File: config.mk
export PLATFORM = sky130hd
export DESIGN_NAME = tsg_core
export DESIGN_NICKNAME = d
export VERILOG_FILES = /design/src/core/tsg_pkg.sv /design/src/core/tsg_core.sv
export SDC_FILE = /design/constraint.sdc
export NUM_CORES = 2
export LEC_CHECK = 0
export ABC_AREA = 1
export BUFFER_PORTS_ARGS = -buffer_cell sky130_fd_sc_hd__buf_4
export CORE_ASPECT_RATIO = 0.7
export CORE_MARGIN = 5
export CORE_UTILIZATION = 41
export DETAILED_ROUTE_END_ITERATION = 7
export SLEW_MARGIN = 0
export SYNTH_ARGS = -nofsm -noshare
export SYNTH_HDL_FRONTEND = slang
export SYNTH_SLANG_ARGS = --single-unit
export TNS_END_PERCENT = 30
File: constraint.sdc
create_clock -name aclk -period 44.3 [get_ports aclk]
set_clock_uncertainty 0.1 [all_clocks]
set_input_delay 6.645 -clock aclk [delete_from_list [all_inputs] [get_ports aclk]]
set_output_delay 6.645 -clock aclk [all_outputs]
set_load 0.02 [all_outputs]
File: src/core/tsg_pkg.sv
// Shared constants and types of the test-signal mode generator core
package tsg_pkg;
	// Clock figures
	localparam int SYS_CLK_HZ      = 50_000_000;  // System clock rate
	localparam int MCLK_NOM_HZ     = 4_096_000;   // Nominal master clock rate
	localparam int SAMPLE_DIV      = 16;          // Master ticks per sample
	localparam int PHASE_STEPS     = 1024;        // Sine samples per period at top rate
	// Register byte offsets
	localparam logic [7:0] OFS_CTRL   = 8'h00;    // Mode, range, octave, power down
	localparam logic [7:0] OFS_RATIO  = 8'h04;    // Ratio top and bottom
	localparam logic [7:0] OFS_ATTEN  = 8'h08;    // Digital attenuation
	localparam logic [7:0] OFS_LEVEL  = 8'h0C;    // Dc level word
	localparam logic [7:0] OFS_PULSE  = 8'h10;    // Pulse levels A and B
	localparam logic [7:0] OFS_STATUS = 8'h14;    // Read-only state
	// Field positions in the control register
	localparam int CTRL_MODE_LSB  = 0;            // Mode field [1:0]
	localparam int CTRL_RANGE_LSB = 2;            // Range field [4:2]
	localparam int CTRL_OCT_BIT   = 5;            // Octave divider bit
	localparam int CTRL_PD_BIT    = 6;            // Power down bit
	localparam int RATIO_BOT_LSB  = 8;            // Ratio bottom [15:8]
	localparam int PULSE_B_LSB    = 8;            // Pulse level B [12:8]
	localparam int STAT_MUTE_BIT  = 2;            // Mute flag in status
	localparam int STAT_PHASE_LSB = 16;           // Phase index [25:16]
	// Reset values
	localparam logic [31:0] CTRL_RST  = 32'h0000_0000;  // Sine, 0 dB, running
	localparam logic [31:0] RATIO_RST = 32'h0000_0000;  // 250 Hz
	localparam logic [7:0]  ATTEN_RST = 8'h00;          // 0 dB
	localparam logic [23:0] LEVEL_RST = 24'h00_0000;    // Zero volts
	localparam logic [4:0]  PULSE_RST = 5'h00;          // Zero volts
	// Attenuation figures
	localparam logic [7:0] ATTEN_PER_6DB = 8'h0C;       // Half-dB steps per 6 dB
	localparam logic [3:0] MUTE_NIBBLE   = 4'hF;        // Upper nibble that mutes
	// Bus answers
	localparam logic [1:0] RESP_OKAY   = 2'h0;          // Normal answer
	localparam logic [1:0] RESP_SLVERR = 2'h2;          // Unmapped address
	// Operating modes
	typedef enum logic [1:0] {
		MODE_SINE  = 2'b00,
		MODE_DC    = 2'b01,
		MODE_DATA  = 2'b10,
		MODE_PULSE = 2'b11
	} tsg_mode_t;
endpackage

File: src/core/tsg_core.sv
// Test-signal mode generator core with an AXI4-Lite register port
//
// Chosen here: the AXI4-Lite interface to the registers and the register addresses.
`timescale 1ns/1ps
module tsg_core
#(
	parameter int MCLK_HZ = tsg_pkg::MCLK_NOM_HZ  // Master clock rate
) (
	input  wire logic        aclk,
	input  wire logic        aresetn,
	input  wire logic [7:0]  s_axi_awaddr,
	input  wire logic        s_axi_awvalid,
	output logic             s_axi_awready,
	input  wire logic [31:0] s_axi_wdata,
	input  wire logic [3:0]  s_axi_wstrb,
	input  wire logic        s_axi_wvalid,
	output logic             s_axi_wready,
	output logic [1:0]       s_axi_bresp,
	output logic             s_axi_bvalid,
	input  wire logic        s_axi_bready,
	input  wire logic [7:0]  s_axi_araddr,
	input  wire logic        s_axi_arvalid,
	output logic             s_axi_arready,
	output logic [31:0]      s_axi_rdata,
	output logic [1:0]       s_axi_rresp,
	output logic             s_axi_rvalid,
	input  wire logic        s_axi_rready,
	input  wire logic        phase_align_pin,
	input  wire logic        switch_or_bitstream_pin,
	output logic             mod_bit,
	output logic [2:0]       range_code,
	output logic             pulse_neg,
	output logic [3:0]       pulse_mag,
	output logic             pulse_sel,
	output logic             out_oe
);
	import tsg_pkg::*;

	////////////////////////////////////////////////////////////////////////////
	// Functions
	// Byte-lane merge of a write
	function automatic logic [31:0] wmerge(input logic [31:0] old, input logic [31:0] d,
		input logic [3:0] s);
		logic [31:0] r;
		r = old;
		for (int i = 0; i < 4; i++) begin
			if (s[i]) begin
				r[i*8 +: 8] = d[i*8 +: 8];
			end
		end
		return r;
	endfunction
	// Parabolic sine of a 10-bit phase, zero at phase 0
	function automatic logic signed [23:0] sine_of(input logic [9:0] ph);
		logic [17:0] p;
		logic [23:0] y;
		p = 18'({9'h000, ph[8:0]} * (18'h00200 - {9'h000, ph[8:0]}));
		y = 24'({p, 7'h00} - {7'h00, p});
		return ph[9] ? -$signed(y) : $signed(y);
	endfunction
	// Gain mantissa of the residual half-dB steps within 6 dB
	function automatic logic [15:0] mant_of(input logic [3:0] r);
		case (r)
			4'h0: return 16'hFFFF;
			4'h1: return 16'hF1AD;
			4'h2: return 16'hE428;
			4'h3: return 16'hD765;
			4'h4: return 16'hCB59;
			4'h5: return 16'hBFF8;
			4'h6: return 16'hB53B;
			4'h7: return 16'hAB18;
			4'h8: return 16'hA186;
			4'h9: return 16'h987D;
			4'hA: return 16'h8FF5;
			default: return 16'h87E7;
		endcase
	endfunction

	////////////////////////////////////////////////////////////////////////////
	// Registers
	logic [31:0]        ctrl_r;          // Control register
	logic [3:0]         ratio_top_r;     // Ratio numerator
	logic [7:0]         ratio_bot_r;     // Ratio denominator
	logic [7:0]         wave_digital_atten_r;
	logic [23:0]        level_word_r;    // Dc level
	logic [4:0]         pulse_level_a_r; // Pulse level while pin low
	logic [4:0]         pulse_level_b_r; // Pulse level while pin high
	logic [7:0]         wr_addr;         // Decoded write address
	logic               wr_fire;         // Write handshake edge
	logic               rd_fire;         // Read handshake edge
	logic               ratio_wr;        // Ratio register written

	// Field views of the control register
	wire tsg_mode_t mode_fld = tsg_mode_t'(ctrl_r[CTRL_MODE_LSB +: 2]);
	wire [2:0]      range_fld = ctrl_r[CTRL_RANGE_LSB +: 3];
	wire            octave_divider_bit = ctrl_r[CTRL_OCT_BIT];
	wire            pd_bit = ctrl_r[CTRL_PD_BIT];
	assign wr_addr  = s_axi_awaddr;
	assign wr_fire  = s_axi_awvalid & s_axi_awready & s_axi_wvalid & s_axi_wready;
	assign rd_fire  = s_axi_arvalid & s_axi_arready;
	assign ratio_wr = wr_fire & (wr_addr == OFS_RATIO);

	// Write handshake: both channels taken together, then a response
	always_ff @(posedge aclk) begin
		if (!aresetn) begin
			s_axi_awready <= 1'b0;
			s_axi_wready  <= 1'b0;
			s_axi_bvalid  <= 1'b0;
			s_axi_bresp   <= RESP_OKAY;
		end else if (wr_fire) begin
			s_axi_awready <= 1'b0;
			s_axi_wready  <= 1'b0;
			s_axi_bvalid  <= 1'b1;
			s_axi_bresp   <= (wr_addr <= OFS_PULSE && wr_addr[1:0] == 2'b00) ?
				RESP_OKAY : RESP_SLVERR;
		end else begin
			// Open both readies once address and data are both offered
			s_axi_awready <= s_axi_awvalid & s_axi_wvalid & ~s_axi_awready & ~s_axi_bvalid;
			s_axi_wready  <= s_axi_awvalid & s_axi_wvalid & ~s_axi_awready & ~s_axi_bvalid;
			if (s_axi_bready) begin
				s_axi_bvalid <= 1'b0;
			end
		end
	end

	// Register writes
	always_ff @(posedge aclk) begin
		if (!aresetn) begin
			ctrl_r               <= CTRL_RST;
			{ratio_bot_r, ratio_top_r} <= {RATIO_RST[15:8], RATIO_RST[3:0]};
			wave_digital_atten_r <= ATTEN_RST;
			level_word_r         <= LEVEL_RST;
			pulse_level_a_r      <= PULSE_RST;
			pulse_level_b_r      <= PULSE_RST;
		end else if (wr_fire) begin
			case (wr_addr)
				OFS_CTRL: ctrl_r <= wmerge(ctrl_r, s_axi_wdata, s_axi_wstrb) & 32'h0000_007F;
				OFS_RATIO: begin
					ratio_top_r <= s_axi_wstrb[0] ? s_axi_wdata[3:0] : ratio_top_r;
					ratio_bot_r <= s_axi_wstrb[1] ? s_axi_wdata[RATIO_BOT_LSB +: 8] : ratio_bot_r;
				end
				OFS_ATTEN: wave_digital_atten_r <= s_axi_wstrb[0] ? s_axi_wdata[7:0] :
					wave_digital_atten_r;
				OFS_LEVEL: level_word_r <= 24'(wmerge({8'h00, level_word_r}, s_axi_wdata,
					s_axi_wstrb));
				OFS_PULSE: begin
					pulse_level_a_r <= s_axi_wstrb[0] ? s_axi_wdata[4:0] : pulse_level_a_r;
					pulse_level_b_r <= s_axi_wstrb[1] ? s_axi_wdata[PULSE_B_LSB +: 5] :
						pulse_level_b_r;
				end
				default: ;
			endcase
		end
	end

	////////////////////////////////////////////////////////////////////////////
	// Master clock and sample tick
	logic [26:0] mclk_acc_r;   // Fractional divider toward the master rate
	logic        mclk_tick_r;  // One pulse per master clock
	logic [3:0]  div16_r;      // Master ticks within a sample
	logic        smp_tick_r;   // One pulse per sample

	// Fractional divider, so every rate follows MCLK_HZ
	always_ff @(posedge aclk) begin
		if (!aresetn) begin
			mclk_acc_r  <= 27'h000_0000;
			mclk_tick_r <= 1'b0;
			div16_r     <= 4'h0;
			smp_tick_r  <= 1'b0;
		end else begin
			if (mclk_acc_r + 27'(MCLK_HZ) >= 27'(SYS_CLK_HZ)) begin
				mclk_acc_r  <= mclk_acc_r + 27'(MCLK_HZ) - 27'(SYS_CLK_HZ);
				mclk_tick_r <= 1'b1;
			end else begin
				mclk_acc_r  <= mclk_acc_r + 27'(MCLK_HZ);
				mclk_tick_r <= 1'b0;
			end
			smp_tick_r <= mclk_tick_r && div16_r == 4'(SAMPLE_DIV - 1);
			if (mclk_tick_r) begin
				div16_r <= div16_r + 4'h1;
			end
		end
	end

	////////////////////////////////////////////////////////////////////////////
	// Sine phase and sample path
	tsg_mode_t   act_mode_r;   // Mode in force for the current sample
	logic [12:0] frac_acc_r;   // Ratio accumulator
	logic [9:0]  phase_r;      // Sine phase index
	logic signed [23:0] sample_r;  // Sample fed to the modulator
	logic [25:0] mod_acc_r;    // First-order modulator state

	// Ratio arithmetic: limit is (bottom+1) times 2^octave
	wire [12:0] frac_lim = 13'({4'h0, ratio_bot_r} + 13'h1) << octave_divider_bit;
	wire [12:0] frac_sum = frac_acc_r + 13'({1'b0, ratio_top_r} + 5'h1);
	wire        phase_step = frac_sum >= frac_lim;
	wire        sync_reset = (mode_fld == MODE_SINE) & phase_align_pin;
	// Attenuation split into whole 6 dB shifts and a residual mantissa
	wire        muted = wave_digital_atten_r[7:4] == MUTE_NIBBLE;
	wire [7:0]  shift6 = wave_digital_atten_r / ATTEN_PER_6DB;
	wire [7:0]  resid = wave_digital_atten_r - 8'(shift6 * ATTEN_PER_6DB);
	wire signed [40:0] scaled = sine_of(phase_r) * $signed({1'b0, mant_of(resid[3:0])});
	wire signed [23:0] sine_atten = 24'((scaled >>> 16) >>> shift6[4:0]);
	// Offset-binary modulator input: half density plus a quarter full scale
	wire [25:0] mod_in = {1'b0, ~sample_r[23], sample_r[22:0], 1'b0} + 26'h100_0000;
	wire [26:0] mod_sum = {1'b0, mod_acc_r} + {1'b0, mod_in};

	// Phase advance and restarts
	always_ff @(posedge aclk) begin
		if (!aresetn) begin
			frac_acc_r <= 13'h0000;
			phase_r    <= 10'h000;
		end else if (ratio_wr || sync_reset) begin
			frac_acc_r <= 13'h0000;
			phase_r    <= 10'h000;
		end else if (smp_tick_r) begin
			frac_acc_r <= phase_step ? frac_sum - frac_lim : frac_sum;
			phase_r    <= phase_r + {9'h000, phase_step};
		end
	end

	// Sample boundary: latch mode, choose source, step modulator
	always_ff @(posedge aclk) begin
		if (!aresetn) begin
			act_mode_r <= MODE_SINE;
			sample_r   <= 24'sh00_0000;
			mod_acc_r  <= 26'h000_0000;
			mod_bit    <= 1'b0;
		end else if (smp_tick_r) begin
			act_mode_r <= mode_fld;
			case (act_mode_r)
				MODE_SINE: sample_r <= muted ? 24'sh00_0000 : sine_atten;
				MODE_DC:   sample_r <= $signed(level_word_r);
				default:   sample_r <= 24'sh00_0000;
			endcase
			mod_acc_r <= mod_sum[25:0];
			if (pd_bit) begin
				mod_bit <= 1'b0;
			end else if (act_mode_r == MODE_DATA) begin
				mod_bit <= switch_or_bitstream_pin;
			end else begin
				mod_bit <= mod_sum[26];
			end
		end
	end

	////////////////////////////////////////////////////////////////////////////
	// Analog range, pulse converter and output enable
	wire [4:0] pulse_pick = phase_align_pin ? pulse_level_b_r : pulse_level_a_r;
	wire       pulse_on = act_mode_r == MODE_PULSE;

	// Outputs toward the analog side
	always_ff @(posedge aclk) begin
		if (!aresetn) begin
			range_code <= 3'h0;
			pulse_neg  <= 1'b0;
			pulse_mag  <= 4'h0;
			pulse_sel  <= 1'b0;
			out_oe     <= 1'b0;
		end else begin
			range_code <= pulse_on ? 3'h0 : range_fld;
			pulse_sel  <= pulse_on;
			pulse_neg  <= pulse_on & pulse_pick[4];
			pulse_mag  <= pulse_on ? (pulse_pick[4] ? 4'(5'h10 - {1'b0, pulse_pick[3:0]}) :
				pulse_pick[3:0]) : 4'h0;
			out_oe     <= ~pd_bit;
		end
	end

	////////////////////////////////////////////////////////////////////////////
	// Read path
	wire [31:0] stat_word = {6'h00, phase_r, 13'h0000, muted, 2'(act_mode_r)};
	wire [31:0] rd_mux = (s_axi_araddr == OFS_CTRL)   ? ctrl_r :
		(s_axi_araddr == OFS_RATIO)  ? {16'h0000, ratio_bot_r, 4'h0, ratio_top_r} :
		(s_axi_araddr == OFS_ATTEN)  ? {24'h00_0000, wave_digital_atten_r} :
		(s_axi_araddr == OFS_LEVEL)  ? {8'h00, level_word_r} :
		(s_axi_araddr == OFS_PULSE)  ? {19'h0, pulse_level_b_r, 3'h0, pulse_level_a_r} :
		(s_axi_araddr == OFS_STATUS) ? stat_word : 32'h0000_0000;
	wire rd_ok = s_axi_araddr <= OFS_STATUS && s_axi_araddr[1:0] == 2'b00;

	// Read handshake and answer
	always_ff @(posedge aclk) begin
		if (!aresetn) begin
			s_axi_arready <= 1'b0;
			s_axi_rvalid  <= 1'b0;
			s_axi_rdata   <= 32'h0000_0000;
			s_axi_rresp   <= RESP_OKAY;
		end else if (rd_fire) begin
			s_axi_arready <= 1'b0;
			s_axi_rvalid  <= 1'b1;
			s_axi_rdata   <= rd_mux;
			s_axi_rresp   <= rd_ok ? RESP_OKAY : RESP_SLVERR;
		end else begin
			s_axi_arready <= s_axi_arvalid & ~s_axi_arready & ~s_axi_rvalid;
			if (s_axi_rready) begin
				s_axi_rvalid <= 1'b0;
			end
		end
	end
endmodule // tsg_core

# [Word level (Yosys, flattened, before mapping)]
# Memory sizes are Yosys's and may differ from the RTL's.
# Cells that the tools add are included.
[totals] register_bits=220 rom_bits=240 inputBits=61 output_inout_bits=52 word_cells=138 n_memories=1
[classes] n_addsub=15 multipliers=3 div=1 order_cmp=4 n_eq_ne=14 n_shift=2 muxes=22 bitwise=19 reduce_logical=26
[memory_table] name="(name not given)" words=16 width=15 rd=1 rd_clocked_by_memory_dff=0 write_ports=0 line_no="tsg_core.sv:63" rtl="case (r)"
[ops] op="26-bit 2-to-1 mux" count=6
[ops] op="24-bit 2-to-1 mux" count=2
[ops] op="24-bit case mux with 2 select lines" count=1
[ops] op="24-bit by 17-bit multiplier with 41-bit output" count=1
[ops] op="8-bit by 4-bit == test with 1-bit output (second input constant)" count=4
[ops] op="26-bit by 26-bit adder with 27-bit output" count=1
[ops] op="27-bit by 22-bit adder with 27-bit output (second input constant)" count=1
[ops] op="27-bit by 26-bit >= comparator with 1-bit output (second input constant)" count=1
[ops] op="27-bit 2-to-1 mux" count=1
[ops] op="3-bit AND reduction" count=9
[ops] op="27-bit by 26-bit subtractor with 27-bit output (second input constant)" count=1
[ops] op="25-bit by 25-bit adder with 26-bit output (second input constant)" count=1
[ops] op="25-bit by 5-bit >>> shifter with 24-bit output" count=1
[ops] op="8-bit by 5-bit == test with 1-bit output (second input constant)" count=3
[ops] op="24-bit negator" count=1
[ops] op="24-bit by 18-bit subtractor with 24-bit output" count=1
[ops] op="10-bit by 11-bit multiplier with 18-bit output" count=1
[ops] op="8-bit by 3-bit == test with 1-bit output (second input constant)" count=2
[ops] op="8-bit by 5-bit <= comparator with 1-bit output (second input constant)" count=2
[ops] op="8-bit logical NOT" count=2
[ops] op="13-bit by 5-bit adder with 13-bit output" count=1
[ops] op="13-bit >= comparator" count=1
[ops] op="13-bit 2-to-1 mux" count=1
[ops] op="9-bit by 1-bit left shift with 13-bit output" count=1
[ops] op="25 further kinds" count=60

# [Depth between registers and ports, before layout]
[logic_depth] word_depth=9 mapped_depth=83 depth_no_buf=80

# [Worst setup path before layout]
# Ideal clock, no wire load.
[synth_timing] path_type="flip-flop to flip-flop" from="reg phase_r[0]" to="reg sample_r[22]" arrival_ns=13.911 required_ns=44.083 path_slack_ns=30.172 path_stages_with_launch=78 period_less_slack_ns=14.128 cell_sequence="dfxtp_1 clkbuf_1 inv_1 buf_1 ha_1 nand3_1 nor2_1 ha_1 inv_1 nand2_1 fa_1 inv_1 fa_1 inv_1 fa_1 inv_1 fa_1 inv_1 [... 42 more ...] nand2_1 o311ai_0 a31oi_1 o21ai_0 xor2_1 inv_1 nand2_2 nand2_2 inv_2 nand2_2 nand2_1 nand2_1 nand2_1 nand2_1 nand2_1 nand2_1 a21oi_1 nor2_1"
[synth_between] elab_chain_cells=9
[synth_rtl] element="start, declared" line_no="tsg_core.sv:189" rtl="logic [9:0] phase_r;"
[synth_rtl] element="start signal, assigned" line_no="tsg_core.sv:218" rtl="phase_r <= phase_r + {9'h000, phase_step};"
[synth_rtl] element="10-bit by 9-bit subtractor with 11-bit output" line_no="tsg_core.sv:57" rtl="p = 18'({9'h000, ph[8:0]} * (18'h00200 - {9'h000, ph[8:0]}));"
[synth_rtl] element="10-bit by 11-bit multiplier with 18-bit output (*)" line_no="tsg_core.sv:57"
[synth_rtl] element="24-bit by 18-bit subtractor with 24-bit output (*)" line_no="tsg_core.sv:58" rtl="y = 24'({p, 7'h00} - {7'h00, p});"
[synth_rtl] element="24-bit negator" line_no="tsg_core.sv:59" rtl="return ph[9] ? -$signed(y) : $signed(y);"
[synth_rtl] element="24-bit 2-to-1 mux (*)" line_no="tsg_core.sv:59"
[synth_rtl] element="24-bit by 17-bit multiplier with 41-bit output (*)" line_no="tsg_core.sv:202" rtl="wire signed [40:0] scaled = sine_of(phase_r) * $signed({1'b0, mant_of(resid[3:0])});"
[synth_rtl] element="25-bit by 5-bit >>> shifter with 24-bit output (*)" line_no="tsg_core.sv:203" rtl="wire signed [23:0] sine_atten = 24'((scaled >>> 16) >>> shift6[4:0]);"
[synth_rtl] element="24-bit 2-to-1 mux (*)" line_no="tsg_core.sv:232" rtl="MODE_SINE: sample_r <= muted ? 24'sh00_0000 : sine_atten;"
[synth_rtl] element="24-bit case mux with 2 select lines (*)" line_no="tsg_core.sv:231" rtl="case (act_mode_r)"
[synth_rtl] element="end signal, assigned" line_no="tsg_core.sv:232"
[synth_rtl] element="end signal, assigned" line_no="tsg_core.sv:233" rtl="MODE_DC: sample_r <= $signed(level_word_r);"
[synth_rtl] element="end, declared" line_no="tsg_core.sv:190" rtl="logic signed [23:0] sample_r;"
# Every way passes the cells marked *; elsewhere a longest branch is shown, timed or not.
# A chain may end at the register's enable or synchronous reset.

# [Final worst setup path]
[layout_timing] from="reg phase_r[0]" to="reg sample_r[17]"
# The elaborated chain is that of the path after synthesis.

==> impl_metrics.env <==
export IMPL_grt_overflow_total=0
export IMPL_syn_area_per_cell_um2=7.17
export IMPL_yosysSeqAreaShare=0.131
export IMPL_finalHoldViolations=0
export IMPL_cts_buffers=19
export IMPL_initial_core_util=0.414
export IMPL_drive_above_1_share=0.0547
export IMPL_layout_common_cells="inv_1 (933), nand2_1 (882), fa_1 (425)"
export IMPL_setup_violations=0
export IMPL_synth_top_family_by_area="adder cells"
export IMPL_hp_class="reg2reg"
export IMPL_clk_path_buf_depth=3
export IMPL_yosysWarnings=0
export IMPL_io_buffers=95
export IMPL_synthXorXnorAreaFrac=0.0343
export IMPL_remaining_drc_errors=0
export IMPL_drt_pass1_iter_count=5
export IMPL_rows=84
export IMPL_setup_tns_final_ns=0
export IMPL_vias_per_cell=5.11
export IMPL_synthAdderAreaFrac=0.374
export IMPL_grt_max_degree=110
export IMPL_root_buffer="clkbuf_16"
export IMPL_io_pins=113
export IMPL_core_area_um2=75300
export IMPL_synth_area_um2=31200
export IMPL_grt_pass1_vias=25900
export IMPL_die_h_um=241
export IMPL_antenna_cells=0
export IMPL_wl_per_cell_um=17.0
export IMPL_vias=27400
export IMPL_clock_sinks=204
export IMPL_synthSimpleGateAreaFrac=0.209
export IMPL_status="finished, final reports clean"
export IMPL_cts_hold_buf=0
export IMPL_die_x_um=339
export IMPL_cts_resized=0
export IMPL_dieArea_um2=81700
export IMPL_cp_data_required_time_ns=44.59
export IMPL_layout_commonest_cell="inv_1"
export IMPL_synthFlopType="dfxtp_1"
export IMPL_finalWeightedCongestion=0.959
export IMPL_crit_path_start_kind="flop"
export IMPL_clk_pin_slew_ns=0.07
export IMPL_nets=5097
export IMPL_drv_cap=0
export IMPL_nFillCells=7924
export IMPL_crit_slowest_cell="dfxtp_1"
export IMPL_grt_pass1_wl_mm=145
export IMPL_drtIter0Drc=2465
export IMPL_cts_tree="done"
export IMPL_end_kind="flop"
export IMPL_synthMuxAreaShare=0.00129
export IMPL_hpwl_mm=73.8
export IMPL_ys_async_sr_fraction=0
export IMPL_final_antenna_net_count=0
export IMPL_period_needed_ns=16.63
export IMPL_max_stage_delay_ns=0.73
export IMPL_synthCells=4344
export IMPL_worstSetupPathType="reg2reg"
export IMPL_synth_compound_area_frac=0.114
export IMPL_ys_seq_elements=204
export IMPL_rsz0062_at_grt="no"
export IMPL_htree_levels=1
export IMPL_timing_final_crit_share=0.375
export IMPL_grt_use_total=0.221
export IMPL_relSlewSlack=0.267
export IMPL_arrival_ns=16.93
export IMPL_slew_violations=0
export IMPL_path_max_fanout=19
export IMPL_area_growth_pct=7.33
export IMPL_postCtsSetupBuffers=0
export IMPL_antenna_found_initial=0
export IMPL_worstMarginPinSlew_ns=1.09
export IMPL_fmax_mhz=60.1
export IMPL_clkLatencyLatePin_ns=0.53
export IMPL_synth_edff_count=0
export IMPL_yosysUniqueCellTypes=63
export IMPL_routed_wl_mm=91.2
==> synthesized netlist by cell type (all sizes together), types with 9 or more instances <==
library cell,instances,share of area
xnor2,34,0.0096
xor2,87,0.025
inv,961,0.12
nand2,905,0.11
o21ai,283,0.046
fa,425,0.27
a31oi,23,0.0046
nand3,149,0.024
o211ai,22,0.0055
ha,250,0.10
buf,58,0.011
nor4,14,0.0030
clkbuf,83,0.010
nor3,69,0.011
dfxtp,204,0.13
or2,18,0.0036
nor2,382,0.046
a21oi,267,0.043
nand4,23,0.0048
o21a,9,0.0022
nand3b,10,0.0024
==> critical path, delay by kind of cell, from the launching register on <==
| family | cells | cell delay [ns] |
|---|---|---|
| XOR/XNOR | 2 | 0.51 |
| flip-flops | 1 | 0.73 |
| adder cells (fa/ha/maj) | 15 | 6.97 |
| AND/OR/NAND/NOR | 28 | 4.11 |
| AO/OA/AOI/OAI | 8 | 2.49 |
| buffers and inverters | 16 | 1.58 |
==> kinds of logic after synthesis <==
logic type	after synthesis
other cells	2
simple gates	1578
buf+inv	1106
mux	4
xor+xnor	121
flops	204
fa+ha+maj	675
compound gates	654
==> through the flow <==
stage                     std cells  cell area (µm²)  hold slack [ns]   util  setup slack, ns
after floorplan                4358            31200            0.313      -            30.17
after global placement         5329            32700            0.342  0.435            28.17
after detailed placement       5329            32700            0.340  0.435            28.07
after CTS                      5362            33400            0.356  0.444            28.00
after global routing           5362            33400            0.368  0.444            26.73
final                          5362            33400            0.351  0.444            27.67
==> worst paths after layout <==
path | start | end | slack (ns) | cells after the start
worst max-delay path | phase_r[0]$_SDFFE_PP0P_ | sample_r[17]$_SDFFE_PN0P_ | 27.67 | 69
worst min-delay path | div16_r[3]$_SDFFE_PN0P_ | smp_tick_r$_SDFF_PN0_ | 0.35 | 2
worst max register to register | phase_r[0]$_SDFFE_PP0P_ | sample_r[17]$_SDFFE_PN0P_ | 27.67 | 69
worst min register to register | div16_r[3]$_SDFFE_PN0P_ | smp_tick_r$_SDFF_PN0_ | 0.35 | 2
==> per-layer routing <==
metal	vias up	global-route usage	share of wire
li1	13400	-	-
met1	13100	0.354	0.50
met2	866	0.310	0.39
met3	58	0.0549	0.098
met4	0	0.0166	0.0068
met5	-	0	0
==> state kept, by name (all words and copies together), names as in the netlist, 5 cells and up <==
register              cells
ctrl_r                    7
ratio_bot_r               8
sample_r                 24
mclk_acc_r               20
pulse_level_a_r           5
level_word_r             24
pulse_level_b_r           5
s_axi_rdata              26
phase_r                  10
mod_acc_r                25
frac_acc_r               13
wave_digital_atten_r      8
==> area by class of cell <==
class | count | area [µm²] | area share
multi-input cells | 3048 | 22900 | 0.684
flip-flops and latches | 204 | 4090 | 0.122
inverters | 965 | 3620 | 0.108
well taps | 989 | 1240 | 0.0370
repair buffers | 123 | 923 | 0.0276
clock buffers | 21 | 503 | 0.0150
clock inverters | 12 | 205 | 0.00614
Power is left out: the tool's default activity adds up to more than one toggle a clock period on the data nets, which glitch-free logic cannot reach.
